==> config.mk <==
export PLATFORM = sky130hd
export DESIGN_NAME = uart_control_flow_loopback
export DESIGN_NICKNAME = d
export VERILOG_FILES = /design/src/verilog/port_ctl_pkg.sv /design/src/verilog/uart_control_flow_loopback.sv
export VERILOG_INCLUDE_DIRS = /design/src /design/src/verilog
export SDC_FILE = /design/constraint.sdc
export NUM_CORES = 1
export LEC_CHECK = 0
export ABC_AREA = 1
export BUFFER_PORTS_ARGS = -buffer_cell sky130_fd_sc_hd__buf_2
export CORE_MARGIN = 4
export CORE_UTILIZATION = 58
export CTS_BUF_LIST = sky130_fd_sc_hd__clkbuf_16
export DETAILED_ROUTE_END_ITERATION = 8
export GPL_TIMING_DRIVEN = 0
export PLACE_DENSITY = 0.89
export SLEW_MARGIN = 20
export SYNTH_ARGS = -nofsm -noshare
export SYNTH_HDL_FRONTEND = slang
export SYNTH_SLANG_ARGS = --single-unit
==> constraint.sdc <==
create_clock -name sys_clk -period 3.1 [get_ports sys_clk]
set_clock_uncertainty 0.05 [all_clocks]
set_input_delay 0 -clock sys_clk [delete_from_list [all_inputs] [get_ports sys_clk]]
set_output_delay 0 -clock sys_clk [all_outputs]
set_load 0.02 [all_outputs]
==> src/verilog/port_ctl_regs.svh <==
// offsets, field positions, reset values and timing for the port control block
// assumes a 4-bit address on the plain register port, with registers four addresses apart
`ifndef PORT_CTL_REGS_SVH
`define PORT_CTL_REGS_SVH
// ----------------------------------------
// register offsets
// ----------------------------------------
`define PC_CTL_OFF 4'h0
`define PC_TST_OFF 4'h4
`define PC_STA_OFF 4'h8
// ----------------------------------------
// port_control fields
// ----------------------------------------
`define PC_PORT_EN 0
`define PC_IR_EN 1
`define PC_LOOP 7
`define PC_TX_EN 8
`define PC_RX_EN 9
`define PC_TERM_RDY 10
`define PC_REQ_SEND 11
`define PC_AUX_A 12
`define PC_AUX_B 13
`define PC_RTS_FLOW 14
`define PC_CTS_FLOW 15
`define PC_CTL_RST 16'h0300
`define PC_CTL_MASK 16'hFF83
// ----------------------------------------
// test_control_reg fields, timing
// ----------------------------------------
`define PC_IR_TEST 2
`define PC_BIT_CYCLES 16'h0010
`endif

==> src/verilog/port_ctl_pkg.sv <==
// types shared by the port control block
// assumes the constants header is included by users of these types
package port_ctl_pkg;
	// phase of a character, shared by transmitter and receiver
	typedef enum logic [1:0] {
		PH_IDLE = 2'h0,
		PH_START = 2'h1,
		PH_DATA = 2'h2,
		PH_STOP = 2'h3
	} phase_t;
	// registered pin drive
	typedef struct packed {
		logic txd;
		logic ir_n;
		logic rts_n;
		logic dtr_n;
		logic aux_a_n;
		logic aux_b_n;
	} pins_t;
	// whole state of the block
	typedef struct packed {
		logic [15:0] ctl;
		logic tst;
		logic [15:0] rdata;
		logic [1:0][7:0] txb;
		logic [1:0] tx_cnt;
		logic tx_in_ready;
		phase_t tx_ph;
		logic [15:0] tx_div;
		logic [2:0] tx_bit;
		logic [7:0] tx_sh;
		logic tx_line;
		phase_t rx_ph;
		logic [15:0] rx_div;
		logic [2:0] rx_bit;
		logic [7:0] rx_sh;
		logic [1:0][7:0] rxb;
		logic [1:0] rx_cnt;
		logic rx_out_valid;
		pins_t pins;
	} state_t;
endpackage : port_ctl_pkg

==> src/verilog/uart_control_flow_loopback.sv <==
// port control, flow control, section enables and loopback of a serial port
// assumes a synchronous host on the register port and pins synchronous to sys_clk
//
// Functional notes
// - reset clears control except both section enables
// - cts flow on: send only with cts low
// - rts flow on: request only with room
// - aux b pin is inverse of bit
// - aux a pin is inverse of bit
// - request-send pin is inverse of bit
// - terminal-ready pin is inverse of bit
// - receive enable starts receiver, pin per ir
// - transmit enable starts transmitter, pin per ir
// - receive disable finishes current character first
// - transmit disable finishes current character first
// - ir loopback inverts ir out into ir in
// - plain loopback feeds tx into rx
// - loopback also feeds modem outputs to inputs
// - sections need port enable too
// - ir mode holds plain tx pin high
//
// The address map and strobed register access were chosen for this implementation.
`timescale 1ns/1ps
`include "port_ctl_regs.svh"
module uart_control_flow_loopback #(
	parameter logic [15:0] BIT_CYCLES = `PC_BIT_CYCLES
) (
	// clock and reset
	input wire logic sys_clk,
	input wire logic srst,
	// register port
	input wire logic [3:0] addr,
	input wire logic [15:0] wdata,
	input wire logic wr_en,
	input wire logic rd_en,
	output logic [15:0] rdata,
	// transmit stream in
	input wire logic [7:0] tx_data,
	input wire logic tx_valid,
	output logic tx_ready,
	// receive stream out
	output logic [7:0] rx_data,
	output logic rx_valid,
	input wire logic rx_ready,
	// serial and infrared pins
	output logic serial_tx_pin,
	input wire logic serial_rx_pin,
	output logic ir_pulse_pin_n,
	input wire logic ir_receive_pin,
	// modem outputs
	output logic request_send_pin_n,
	output logic terminal_ready_pin_n,
	output logic aux_output_a_pin_n,
	output logic aux_output_b_pin_n,
	// modem inputs
	input wire logic clear_to_send_pin_n,
	input wire logic data_set_ready_pin_n,
	input wire logic carrier_detect_pin_n,
	input wire logic ring_pin_n
);
	// ----------------------------------------
	// state and decode helpers
	// ----------------------------------------
	port_ctl_pkg::state_t s_reg; // all state
	port_ctl_pkg::state_t s_next; // its next value
	logic port_en; // port enable bit
	logic tx_go; // transmitter may start a character
	logic rx_go; // receiver may start a character
	logic cts_eff_n; // clear-to-send after loopback
	logic dsr_eff_n; // data-set-ready after loopback
	logic dcd_eff_n; // carrier after loopback
	logic ri_eff_n; // ring after loopback
	logic rx_line; // selected receive line
	logic room; // receive buffer can take a character
	logic tx_tick; // end of a transmit bit time
	logic rx_tick; // end of a receive bit or half bit
	logic tx_pop; // character leaves the transmit buffer
	logic rx_push; // character enters the receive buffer

	// address match, used by both read and write decode
	function automatic logic hit(input logic [3:0] a, input logic [3:0] off);
		hit = (a == off);
	endfunction : hit

	// ----------------------------------------
	// next state
	// ----------------------------------------
	always_comb begin
		s_next = s_reg;
		s_next.rdata = 16'h0000;
		port_en = s_reg.ctl[`PC_PORT_EN];
		// modem inputs come from our own outputs in loopback
		if (s_reg.ctl[`PC_LOOP]) begin
			cts_eff_n = s_reg.pins.rts_n;
			dsr_eff_n = s_reg.pins.dtr_n;
			dcd_eff_n = s_reg.pins.aux_a_n;
			ri_eff_n = s_reg.pins.aux_b_n;
		end else begin
			cts_eff_n = clear_to_send_pin_n;
			dsr_eff_n = data_set_ready_pin_n;
			dcd_eff_n = carrier_detect_pin_n;
			ri_eff_n = ring_pin_n;
		end
		// receive line select
		if (s_reg.ctl[`PC_LOOP] && s_reg.ctl[`PC_IR_EN] && s_reg.tst) begin
			rx_line = ~s_reg.pins.ir_n;
		end else if (s_reg.ctl[`PC_LOOP] && !s_reg.tst) begin
			rx_line = s_reg.tx_line;
		end else if (s_reg.ctl[`PC_IR_EN]) begin
			rx_line = ir_receive_pin;
		end else begin
			rx_line = serial_rx_pin;
		end
		// start permissions; a running character is never cut short
		tx_go = port_en && s_reg.ctl[`PC_TX_EN]
			&& (!s_reg.ctl[`PC_CTS_FLOW] || !cts_eff_n);
		rx_go = port_en && s_reg.ctl[`PC_RX_EN];
		room = (s_reg.rx_cnt != 2'h2);
		tx_tick = (s_reg.tx_div == BIT_CYCLES - 16'h1);
		if (s_reg.rx_ph == port_ctl_pkg::PH_START) begin
			rx_tick = (s_reg.rx_div == (BIT_CYCLES >> 1) - 16'h1);
		end else begin
			rx_tick = (s_reg.rx_div == BIT_CYCLES - 16'h1);
		end
		tx_pop = (s_reg.tx_ph == port_ctl_pkg::PH_IDLE) && tx_go && (s_reg.tx_cnt != 2'h0);
		rx_push = (s_reg.rx_ph == port_ctl_pkg::PH_STOP) && rx_tick && rx_line && room;

		// register writes
		if (wr_en) begin
			if (hit(addr, `PC_CTL_OFF)) begin
				s_next.ctl = wdata & `PC_CTL_MASK;
			end else if (hit(addr, `PC_TST_OFF)) begin
				s_next.tst = wdata[`PC_IR_TEST];
			end
		end
		// register reads, data stands the next cycle only
		if (rd_en) begin
			if (hit(addr, `PC_CTL_OFF)) begin
				s_next.rdata = s_reg.ctl;
			end else if (hit(addr, `PC_TST_OFF)) begin
				s_next.rdata[`PC_IR_TEST] = s_reg.tst;
			end else if (hit(addr, `PC_STA_OFF)) begin
				s_next.rdata[7:0] = {~ri_eff_n, ~dcd_eff_n, ~dsr_eff_n, ~cts_eff_n,
					!room, !s_reg.tx_in_ready,
					s_reg.rx_ph != port_ctl_pkg::PH_IDLE,
					s_reg.tx_ph != port_ctl_pkg::PH_IDLE};
			end
		end

		// transmit buffer: pop first, then push behind it
		if (tx_pop) begin
			s_next.txb[0] = s_reg.txb[1];
			s_next.tx_cnt = s_reg.tx_cnt - 2'h1;
		end
		if (tx_valid && s_reg.tx_in_ready) begin
			s_next.txb[s_next.tx_cnt[0]] = tx_data;
			s_next.tx_cnt = s_next.tx_cnt + 2'h1;
		end
		s_next.tx_in_ready = (s_next.tx_cnt != 2'h2);

		// transmitter, 8 data bits, one stop bit
		s_next.tx_div = tx_tick ? 16'h0000 : s_reg.tx_div + 16'h1;
		case (s_reg.tx_ph)
			port_ctl_pkg::PH_IDLE: begin
				s_next.tx_div = 16'h0000;
				if (tx_pop) begin
					s_next.tx_sh = s_reg.txb[0];
					s_next.tx_ph = port_ctl_pkg::PH_START;
				end
			end
			port_ctl_pkg::PH_START: begin
				if (tx_tick) begin
					s_next.tx_bit = 3'h0;
					s_next.tx_ph = port_ctl_pkg::PH_DATA;
				end
			end
			port_ctl_pkg::PH_DATA: begin
				// enables are not looked at here, so the character completes
				if (tx_tick) begin
					s_next.tx_bit = s_reg.tx_bit + 3'h1;
					if (s_reg.tx_bit == 3'h7) begin
						s_next.tx_ph = port_ctl_pkg::PH_STOP;
					end
				end
			end
			port_ctl_pkg::PH_STOP: begin
				if (tx_tick) begin
					s_next.tx_ph = port_ctl_pkg::PH_IDLE;
				end
			end
			default: begin
				s_next.tx_ph = port_ctl_pkg::PH_IDLE;
			end
		endcase
		// line level follows the next phase
		case (s_next.tx_ph)
			port_ctl_pkg::PH_START: s_next.tx_line = 1'b0;
			port_ctl_pkg::PH_DATA: s_next.tx_line = s_next.tx_sh[s_next.tx_bit];
			default: s_next.tx_line = 1'b1;
		endcase

		// receiver, samples mid bit
		s_next.rx_div = rx_tick ? 16'h0000 : s_reg.rx_div + 16'h1;
		case (s_reg.rx_ph)
			port_ctl_pkg::PH_IDLE: begin
				s_next.rx_div = 16'h0000;
				if (rx_go && !rx_line) begin
					s_next.rx_ph = port_ctl_pkg::PH_START;
				end
			end
			port_ctl_pkg::PH_START: begin
				// a glitch shorter than half a bit is not a start bit
				if (rx_tick) begin
					s_next.rx_bit = 3'h0;
					s_next.rx_ph = rx_line ? port_ctl_pkg::PH_IDLE : port_ctl_pkg::PH_DATA;
				end
			end
			port_ctl_pkg::PH_DATA: begin
				if (rx_tick) begin
					s_next.rx_sh[s_reg.rx_bit] = rx_line;
					s_next.rx_bit = s_reg.rx_bit + 3'h1;
					if (s_reg.rx_bit == 3'h7) begin
						s_next.rx_ph = port_ctl_pkg::PH_STOP;
					end
				end
			end
			port_ctl_pkg::PH_STOP: begin
				// a bad stop bit or a full buffer drops the character
				if (rx_tick) begin
					s_next.rx_ph = port_ctl_pkg::PH_IDLE;
				end
			end
			default: begin
				s_next.rx_ph = port_ctl_pkg::PH_IDLE;
			end
		endcase

		// receive buffer
		if (rx_ready && s_reg.rx_out_valid) begin
			s_next.rxb[0] = s_reg.rxb[1];
			s_next.rx_cnt = s_reg.rx_cnt - 2'h1;
		end
		if (rx_push) begin
			s_next.rxb[s_next.rx_cnt[0]] = s_reg.rx_sh;
			s_next.rx_cnt = s_next.rx_cnt + 2'h1;
		end
		s_next.rx_out_valid = (s_next.rx_cnt != 2'h0);

		// pins, registered from the current control value, or from room for rts flow
		s_next.pins.aux_b_n = ~s_reg.ctl[`PC_AUX_B];
		s_next.pins.aux_a_n = ~s_reg.ctl[`PC_AUX_A];
		s_next.pins.dtr_n = ~s_reg.ctl[`PC_TERM_RDY];
		if (s_reg.ctl[`PC_RTS_FLOW]) begin
			s_next.pins.rts_n = ~room;
		end else begin
			s_next.pins.rts_n = ~s_reg.ctl[`PC_REQ_SEND];
		end
		// ir mode marks the plain pin; ir out stays dark when unused
		s_next.pins.txd = s_reg.ctl[`PC_IR_EN] ? 1'b1 : s_reg.tx_line;
		s_next.pins.ir_n = (port_en && s_reg.ctl[`PC_IR_EN]) ? ~s_reg.tx_line : 1'b0;
	end

	// ----------------------------------------
	// state register
	// ----------------------------------------
	always_ff @(posedge sys_clk) begin
		if (srst) begin
			s_reg <= '0;
			s_reg.ctl <= `PC_CTL_RST;
			s_reg.tx_in_ready <= 1'b1;
			s_reg.tx_line <= 1'b1;
			s_reg.pins <= '{txd: 1'b1, ir_n: 1'b0, rts_n: 1'b1, dtr_n: 1'b1,
				aux_a_n: 1'b1, aux_b_n: 1'b1};
		end else begin
			s_reg <= s_next;
		end
	end

	// outputs straight from the state register
	assign rdata = s_reg.rdata;
	assign tx_ready = s_reg.tx_in_ready;
	assign rx_data = s_reg.rxb[0];
	assign rx_valid = s_reg.rx_out_valid;
	assign serial_tx_pin = s_reg.pins.txd;
	assign ir_pulse_pin_n = s_reg.pins.ir_n;
	assign request_send_pin_n = s_reg.pins.rts_n;
	assign terminal_ready_pin_n = s_reg.pins.dtr_n;
	assign aux_output_a_pin_n = s_reg.pins.aux_a_n;
	assign aux_output_b_pin_n = s_reg.pins.aux_b_n;
endmodule : uart_control_flow_loopback

==> impl_table.tex, run 1 <==
\begin{tabular}{lr}
\hline
Metric & Value \\
\hline
\multicolumn{2}{l}{\textbf{Run status}} \\
\quad Result of the run & finished, final reports clean \\
\multicolumn{2}{l}{\textbf{Worst setup path}} \\
\quad CP startpoint kind & register \\
\quad Worst-path cell chain & inv\_2 -> nor3\_1 -> o21ai\_1 -> o21ai\_2 -> buf\_2 -> nand2\_1 -> inv\_1 -> ha\_1 -> clkbuf\_1 -> o21ai\_0 -> a21oi\_1 \\
\quad Data required time of the worst path & $\sim$3400 ps \\
\quad Arrival time worst endpoint & 3100 ps \\
\quad Worst R2R Start & s\_reg[127] \\
\quad R2R Path End & s\_reg[24] \\
\quad Slowest cell on the critical path & sky130\_fd\_sc\_hd\_\_dfxtp\_1 \\
\quad Endpoint class of the critical path & register \\
\quad Reg2Reg Depth & 11 \\
\quad Critical path class & reg2reg \\
\quad Critical Path Fanout Max & 10 \\
\quad R2r setup slk & approximately 300 ps \\
\quad Crit path largest cell delay & $\sim$480 ps \\
\multicolumn{2}{l}{\textbf{Global route}} \\
\quad Maximum number of pins on one net before global-route repair & 17 \\
\quad Number of antenna violations at the first check in global routing & 0 \\
\quad GR peak layer & met2 \\
\quad Global routing met1 resource utilization & around a third \\
\quad Overall routing resource usage & slightly below 30\% \\
\quad Wire length of the first global-routing pass & 27.61 mm \\
\quad Met3 demand-to-capacity share in global routing & $\sim$7.2\% \\
\quad Via count of the first global-routing pass & approximately 6k \\
\quad Met2 global-route usage & 50.04\% \\
\quad Global-route congestion overflow total & 0 \\
\multicolumn{2}{l}{\textbf{STA}} \\
\quad Unrepaired setup endpoints after global routing & no \\
\quad Max Clock Freq & roughly 360 MHz \\
\quad Least-Margin Pin Slew & 693.0 ps \\
\quad Rel. slew slack & 53.80\% \\
\quad Summed negative setup slack over all endpoints & 0 ps \\
\quad Clock period minus worst slack & between 2000 and 3000 ps \\
\quad Fin crit share & between 90\% and 100\% \\
\quad Total count of max-transition violations in the final report & 0 \\
\quad Final setup vio count & 0 \\
\quad Final Hold Violating Endpoints & 0 \\
\multicolumn{2}{l}{\textbf{Layout}} \\
\quad Flip-flop count of the largest register, all copies and words added & 97 \\
\quad Most frequent standard cell in the layout excluding fill and tap cells & sky130\_fd\_sc\_hd\_\_nand2\_1 \\
\quad Final antenna diode count & 0 \\
\quad Nets & roughly 970 \\
\quad Area grow syn2layout & 23.57\% \\
\quad Share of final-layout standard cells stronger than drive strength 1 & 20.00\% \\
\quad Highest-count cells in the layout ignoring fill and taps & 153 x sky130\_fd\_sc\_hd\_\_nand2\_1, 131 x sky130\_fd\_sc\_hd\_\_dfxtp\_1, 105 x sky130\_fd\_sc\_hd\_\_nor2\_1, 89 x sky130\_fd\_sc\_hd\_\_inv\_1, 71 x sky130\_fd\_sc\_hd\_\_buf\_2 \\
\quad Post-route non-filler standard cell count & between 1k and 1.5k \\
\multicolumn{2}{l}{\textbf{Synthesis}} \\
\quad Per-instance average area after synthesis & 7.613 µm² \\
\quad Share of flip-flops with an asynchronous set or reset after synthesis & 0\% \\
\quad Count of flip-flops with a built-in enable after synthesis & 0 \\
\quad Syn Nets & about 850 \\
\quad Total number of yosys warnings & 0 \\
\quad Area of the mapped netlist & around 6000 µm² \\
\quad Ys flop type & sky130\_fd\_sc\_hd\_\_dfxtp\_1 \\
\quad Sequential fraction of the synthesis area & 43.49\% \\
\quad Post-synthesis cell count & 792 \\
\quad Number of different library cells in the post-synthesis netlist & between 40 and 50 \\
\quad Count of state elements after synthesis & around 130 \\
\multicolumn{2}{l}{\textbf{Hold path}} \\
\quad Worst hold endpoint & rdata[5] \\
\quad Startpoint of the worst hold path & rd\_en \\
\quad Class of the worst hold path & in2reg \\
\quad Cell count of the worst hold path & 5 \\
\multicolumn{2}{l}{\textbf{Routing}} \\
\quad Detailed Route Iter0 Violations & 550 \\
\quad 1st-pass router iterations & 6 \\
\quad Remaining design rule violation count & 0 \\
\quad Total number of vias & $\sim$5.9k \\
\quad Routed Wire Length & around 17 mm \\
\quad Average wire per standard cell & 16.17 µm \\
\quad Via density per instance & between 5 and 6 \\
\quad ANT nets after route & 0 \\
\multicolumn{2}{l}{\textbf{Floorplanning}} \\
\quad I/O pin cnt & 72 \\
\quad Overall die area & $\sim$12000 µm² \\
\quad Die span in x & $\sim$110 µm \\
\quad Core box area & 9955 µm² \\
\quad Overall die height & roughly 110 µm \\
\quad Effective utilization at floorplan & 60.57\% \\
\quad Total number of placement rows & 36 \\
\multicolumn{2}{l}{\textbf{Clock network}} \\
\quad H-tree depth reported by CTS & 4 \\
\quad Number of buffers created by CTS & 17 \\
\quad Setup fix buffers added after clock tree synthesis & 0 \\
\quad Largest buffer count on any clock path & 2 \\
\quad TritonCTS Sinks & around 130 \\
\quad Worst-Skew Late Latency & 430 ps \\
\quad CTS tree & built \\
\quad Clock-pin transition on the worst setup and hold timing paths & approximately 70 ps \\
\quad Clock Tree Root & sky130\_fd\_sc\_hd\_\_clkbuf\_16 \\
\multicolumn{2}{l}{\textbf{Power}} \\
\quad Leakage power figure & between 0.003 and 0.004 µW \\
\quad Total power density per cell area & between 500 and 600 nW/µm² \\
\quad Maximum vdd drop & 0.0003951 V \\
\multicolumn{2}{l}{\textbf{Placed design}} \\
\quad Global placement routability congestion & around 0.84 \\
\quad Number of placed cells counting well taps & between 900 and 1k \\
\quad Count of input and output buffers & 66 \\
\quad HPWL after DPL & around 9.3 mm \\
\multicolumn{2}{l}{\textbf{Job}} \\
\quad Maximum capacitance violations & 0 \\
\hline
\end{tabular}
[layout make-up]
| class | instances | area (µm²) |
|---|---|---|
| timing repair buffer | 101 | 680.7 |
| inverter | 99 | 376.6 |
| sequential | 131 | 2623 |
| multi-input combinational | 518 | 2743 |
| clock inverter | 15 | 143.9 |
| fill | 596 | 2504 |
| clock buffer | 17 | 425.4 |
| buffer | 44 | 292.8 |
| tap | 133 | 166.4 |
[repair_timing]
item                                   in CTS  in global routing
endpoints found under the hold margin      37                  0
gates resized for setup                     0                  1
setup endpoints to repair                   0                  1
hold buffers                               36                  0
[logic make-up (layout without fill, tap and decap cells)]
| kind of cell | after synthesis | after routing | share of synthesized area [%] |
|---|---|---|---|
| xor+xnor | 9 | 9 | 1.432 |
| mux | 5 | 5 | 0.9337 |
| flops | 131 | 131 | 43.49 |
| buf+inv | 143 | 276 | 11.10 |
| compound gates | 120 | 120 | 10.79 |
| simple gates | 367 | 367 | 28.72 |
| fa+ha+maj | 17 | 17 | 3.528 |
[metal layers]
layer  vias to the layer above  routed length (µm)
met1                      2736                6369
met4                         0                 872
li1                       2759                   -
met5                         -                   0
met2                       331                8577
met3                        94                1287
[synthesized netlist by cell type, drive strengths merged, types with 11 or more instances]
cell / n / area (µm²)
nand2: 162 / 659.4
dfxtp: 131 / 2623
nor2: 113 / 459.2
inv: 98 / 372.9
a21oi: 51 / 255.2
o21ai: 50 / 265.3
nand3: 38 / 217.7
buf: 33 / 250.2
nor3: 18 / 121.4
ha: 17 / 212.7
a31oi: 12 / 75.07
nor3b: 12 / 110.1
clkbuf: 11 / 42.54
[metrics by stage]
stage | area, µm² | util (%) | setup WS [ps] | hold WS (ps) | total power, µW
2_1_floorplan | 6030 | - | 952.8 | 73.79 | 1907
3_3_place_gp | 6526 | 65.56 | 662.3 | 182.5 | 1966
3_5_place_dp | 6526 | 65.56 | 594.4 | 179.0 | 1974
4_1_cts | 7456 | 74.90 | 39.17 | 62.45 | 3901
5_1_grt | 7451 | 74.85 | 56.02 | 167.2 | 4037
6_report | 7451 | 74.85 | 294.8 | 119.8 | 3955
[how the worst max path moves through the flow]
stage | slack (ps) | end | startpoint
final | 290 | s_reg[24] | s_reg[127]
after global routing | 60 | s_reg[24] | s_reg[127]
after CTS | 40 | rdata[7] | addr[1]
after detailed placement | 590 | s_reg[54] | s_reg[66]
after global placement | 660 | s_reg[54] | s_reg[66]
after floorplan | 950 | s_reg[54] | s_reg[66]
[worst max-delay path, delay by kind of cell (launching register included)]
family                     cells  cell delay (ps)
and+or+nand+nor                2              330
buffers and inverters          4              950
AOI/OAI and AO/OA              4              610
DFF                            1              480
adders and majority gates      1              300
[power breakdown]
group | internal (µW) | leakage (µW) | switching [µW]
Combinational | 99.0 | 0.00195 | 149
Clock | 1120 | 0.000263 | 845
Sequential | 1720 | 0.00106 | 22.5
Total | 2940 | 0.00327 | 1020
Note: power is estimated with default switching activity, not from simulation.
==> inputs of run 2 (changes only) <==
--- a/config.mk
+++ b/config.mk
@@ -8,12 +8,14 @@
 export LEC_CHECK = 0
 export ABC_AREA = 1
 export BUFFER_PORTS_ARGS = -buffer_cell sky130_fd_sc_hd__buf_2
+export CELL_PAD_IN_SITES_DETAIL_PLACEMENT = 0
+export CELL_PAD_IN_SITES_GLOBAL_PLACEMENT = 2
 export CORE_MARGIN = 4
-export CORE_UTILIZATION = 58
+export CORE_UTILIZATION = 34
 export CTS_BUF_LIST = sky130_fd_sc_hd__clkbuf_16
 export DETAILED_ROUTE_END_ITERATION = 8
 export GPL_TIMING_DRIVEN = 0
-export PLACE_DENSITY = 0.89
+export PLACE_DENSITY = 0.9
 export SLEW_MARGIN = 20
 export SYNTH_ARGS = -nofsm -noshare
 export SYNTH_HDL_FRONTEND = slang
==> run 2 against run 1 <==
  * Global-route usage decreased by 14 points
  * Non-clock buffer count is 1 lower
  * Clock power increased by 2%
  * Hold slack lost 32 ps
  * Final cell count up 8.6%
  * Routed wire length down 16%
  * Sequential power is essentially flat
  * First-iteration DRC count decreased by 65%
  * Die area rose by 65%
  * Highest routed layer unchanged
==> impl_table.tex, run 2 (synthesis results as in run 1) <==
\begin{tabular}{lr}
\hline
Metric & Value \\
\hline
\multicolumn{2}{l}{\textbf{Worst setup path}} \\
\quad Critical path class & in2reg \\
\quad R2r setup slk & 530 ps \\
\quad Bufs and invs on worst path & 6 \\
\quad R2R Path End & s\_reg[24] \\
\quad Reg2Reg Depth & 11 \\
\quad Worst R2R Start & s\_reg[127] \\
\quad Crit path largest cell delay & 590 ps \\
\quad Start point of the critical path & addr[0] \\
\quad Arrival time worst endpoint & roughly 3000 ps \\
\quad Data required time of the worst path & roughly 3400 ps \\
\quad Cell repeated most along the worst path & sky130\_fd\_sc\_hd\_\_dlygate4sd3\_1 \\
\quad Critical Path Fanout Max & 2 \\
\quad Slowest cell on the critical path & sky130\_fd\_sc\_hd\_\_dlygate4sd3\_1 \\
\quad Cell family contributing the most delay on the critical path & buffers and inverters \\
\quad Capture point of the worst path & rdata[7] \\
\quad Count of cell instances traversed by the critical path & 10 \\
\quad Endpoint class of the critical path & register \\
\quad Worst-path cell chain & dlygate4sd3\_1 -> buf\_2 -> nor2\_1 -> dlygate4sd3\_1 -> inv\_1 -> nor3\_1 -> nand4\_1 -> dlygate4sd3\_1 -> o21ai\_0 -> dlygate4sd3\_1 \\
\quad CP startpoint kind & input port \\
\multicolumn{2}{l}{\textbf{Power}} \\
\quad Share of total power in sequential cells & about 44\% \\
\quad Sw Pwr & between 900 and 1000 µW \\
\quad Sw frac & 22.85\% \\
\quad Combinational group share of total power & under 10\% \\
\quad Leakage power figure & 0.003294 µW \\
\quad Total chip power & approximately 4000 µW \\
\quad Total power density per cell area & 526.1 nW/µm² \\
\quad Maximum vdd drop & approximately 0.00038 V \\
\quad Portion of total power attributed to the clock network & slightly above 50\% \\
\quad Internal power of the cells & roughly 3100 µW \\
\multicolumn{2}{l}{\textbf{Layout}} \\
\quad Flip-flop count of the largest register, all copies and words added & 97 \\
\quad Share of final-layout standard cells stronger than drive strength 1 & 19.70\% \\
\quad Final antenna diode count & 0 \\
\quad Area grow syn2layout & 25.63\% \\
\quad Core occupancy in the finished layout & approximately 44\% \\
\quad Highest-count cells in the layout ignoring fill and taps & 153 x sky130\_fd\_sc\_hd\_\_nand2\_1, 131 x sky130\_fd\_sc\_hd\_\_dfxtp\_1, 105 x sky130\_fd\_sc\_hd\_\_nor2\_1, 90 x sky130\_fd\_sc\_hd\_\_inv\_1, 71 x sky130\_fd\_sc\_hd\_\_buf\_2 \\
\quad Nets & roughly 970 \\
\quad Post-route non-filler standard cell count & 1149 \\
\quad Most frequent standard cell in the layout excluding fill and tap cells & sky130\_fd\_sc\_hd\_\_nand2\_1 \\
\multicolumn{2}{l}{\textbf{Placed design}} \\
\quad HPWL after DPL & $\sim$10 mm \\
\quad Count of input and output buffers & 66 \\
\quad Global placement routability congestion & about 0.76 \\
\quad Number of placed cells counting well taps & about 1.1k \\
\multicolumn{2}{l}{\textbf{Routing}} \\
\quad Routed Wire Length & 14.35 mm \\
\quad Detailed Route Iter0 Violations & 193 \\
\quad Average wire per standard cell & $\sim$12 µm \\
\quad 1st-pass router iterations & 4 \\
\quad Total number of vias & about 5.2k \\
\quad ANT nets after route & 0 \\
\quad Remaining design rule violation count & 0 \\
\quad Via density per instance & about 4.5 \\
\multicolumn{2}{l}{\textbf{STA}} \\
\quad Final setup vio count & 0 \\
\quad Final Hold Violating Endpoints & 0 \\
\quad Rel. slew slack & roughly 52\% \\
\quad Clock period minus worst slack & approximately 2600 ps \\
\quad Max Clock Freq & between 300 and 400 MHz \\
\quad Fin crit share & a little under nine tenths \\
\quad Least-Margin Pin Slew & just over 700 ps \\
\quad Summed negative setup slack over all endpoints & 0 ps \\
\quad Unrepaired setup endpoints after global routing & no \\
\quad Total count of max-transition violations in the final report & 0 \\
\multicolumn{2}{l}{\textbf{Clock network}} \\
\quad Clock-pin transition on the worst setup and hold timing paths & 60 ps \\
\quad TritonCTS Sinks & roughly 130 \\
\quad Largest buffer count on any clock path & 2 \\
\quad Number of buffers created by CTS & 17 \\
\quad CTS tree & built \\
\quad Clock Tree Root & sky130\_fd\_sc\_hd\_\_clkbuf\_16 \\
\quad Worst-Skew Late Latency & 410 ps \\
\quad H-tree depth reported by CTS & 4 \\
\multicolumn{2}{l}{\textbf{Floorplanning}} \\
\quad Overall die height & 141.2 µm \\
\quad Effective utilization at floorplan & between 30\% and 40\% \\
\quad Core box area & around 17000 µm² \\
\quad I/O pin cnt & 72 \\
\quad Total number of placement rows & 48 \\
\quad Die span in x & $\sim$140 µm \\
\quad Overall die area & 19930 µm² \\
\multicolumn{2}{l}{\textbf{Global route}} \\
\quad GR peak layer & met2 \\
\quad Number of antenna violations at the first check in global routing & 0 \\
\quad Met3 demand-to-capacity share in global routing & 3.562\% \\
\quad Overall routing resource usage & approximately 15\% \\
\quad Wire length of the first global-routing pass & between 20 and 25 mm \\
\quad Maximum number of pins on one net before global-route repair & 17 \\
\quad Global routing met1 resource utilization & about 20\% \\
\quad Global-route congestion overflow total & 0 \\
\quad Via count of the first global-routing pass & around 5.2k \\
\quad Met2 global-route usage & 24.63\% \\
\multicolumn{2}{l}{\textbf{Job}} \\
\quad Maximum capacitance violations & 0 \\
\multicolumn{2}{l}{\textbf{Hold path}} \\
\quad Class of the worst hold path & in2reg \\
\multicolumn{2}{l}{\textbf{Run status}} \\
\quad Result of the run & finished, final reports clean \\
\hline
\end{tabular}
-- run 2: cell count changes in the layout (fill, tap and decap cells not counted) --
| cell | change |
|---|---|
| sky130_fd_sc_hd__bufinv_16 | +2 |
| sky130_fd_sc_hd__clkinv_1 | +1 |
| sky130_fd_sc_hd__clkinv_2 | +3 |
| sky130_fd_sc_hd__clkinv_4 | +4 |
| sky130_fd_sc_hd__clkinvlp_4 | -4 |
| sky130_fd_sc_hd__dlygate4sd3_1 | -1 |
| sky130_fd_sc_hd__inv_1 | +1 |
| sky130_fd_sc_hd__inv_6 | -6 |
| sky130_fd_sc_hd__inv_8 | -1 |
| sky130_fd_sc_hd__nor3_1 | +1 |
| sky130_fd_sc_hd__nor3_2 | -1 |
-- run 2: power by group through the flow --
stage	combinational, µW	sequential, µW	clock, µW
2_1_floorplan	134	1770	0
3_3_place_gp	203	1780	0
3_5_place_dp	204	1780	0
4_1_cts	235	1740	2070
5_1_grt	262	1740	2140
6_report	233	1740	2010
-- run 2: worst reg2reg max path, stage by stage (launching register included) --
cell and delay [ps]:
sky130_fd_sc_hd__dfxtp_1 470, sky130_fd_sc_hd__inv_2 160, sky130_fd_sc_hd__nor3_1 190, sky130_fd_sc_hd__o21ai_1 100, sky130_fd_sc_hd__o21ai_2 120, sky130_fd_sc_hd__buf_2 290, sky130_fd_sc_hd__nand2_1 80, sky130_fd_sc_hd__inv_1 60
sky130_fd_sc_hd__ha_1 290, sky130_fd_sc_hd__clkbuf_1 390, sky130_fd_sc_hd__o21ai_0 160, sky130_fd_sc_hd__a21oi_1 140
-- run 2: area by class of cell --
type                            count  area [µm²]
Timing Repair Buffer              100       670.6
Sequential cell                   131        2623
Inverter                           99       376.6
Clock buffer                       17       425.4
Clock inverter                     15       167.7
Tap cell                          225       281.5
Multi-Input combinational cell    518        2738
Fill cell                        1784        9782
Buffer                             44       292.8
-- run 2: routing by layer --
layer | vias to the layer above | routed length (µm)
li1 | 2771 | -
met1 | 2337 | 7226
met4 | 0 | 90
met5 | - | 0
met2 | 69 | 6559
met3 | 11 | 469
-- run 2: what timing repair did --
item	CTS	global route
buffers inserted	0	0
hold buffers	34	0
hold endpoints to repair	38	0
gates resized for setup	0	0
-- run 2: worst min path at each step --
stage / from / to / slack, ps / cells after the start
global route: srst / register / 150 / 4
global placement: wdata[8] / s_reg[128] / 170 / 3
floorplan: tx_data[7] / s_reg[94] / 70 / 1
detailed placement: wdata[8] / s_reg[128] / 180 / 3
finish: addr[2] / rdata[3] / 90 / 4
CTS: srst / register / 70 / 4
-- run 2: stage by stage --
step | hold slack [ps] | setup slack [ps] | area, µm²
after floorplan | 73.79 | 952.8 | 6030
after global placement | 174.5 | 534.5 | 6641
after detailed placement | 180.1 | 522.1 | 6641
after CTS | 67.36 | 481.7 | 7575
after global routing | 148.7 | 193.5 | 7575
final | 88.13 | 461.4 | 7575
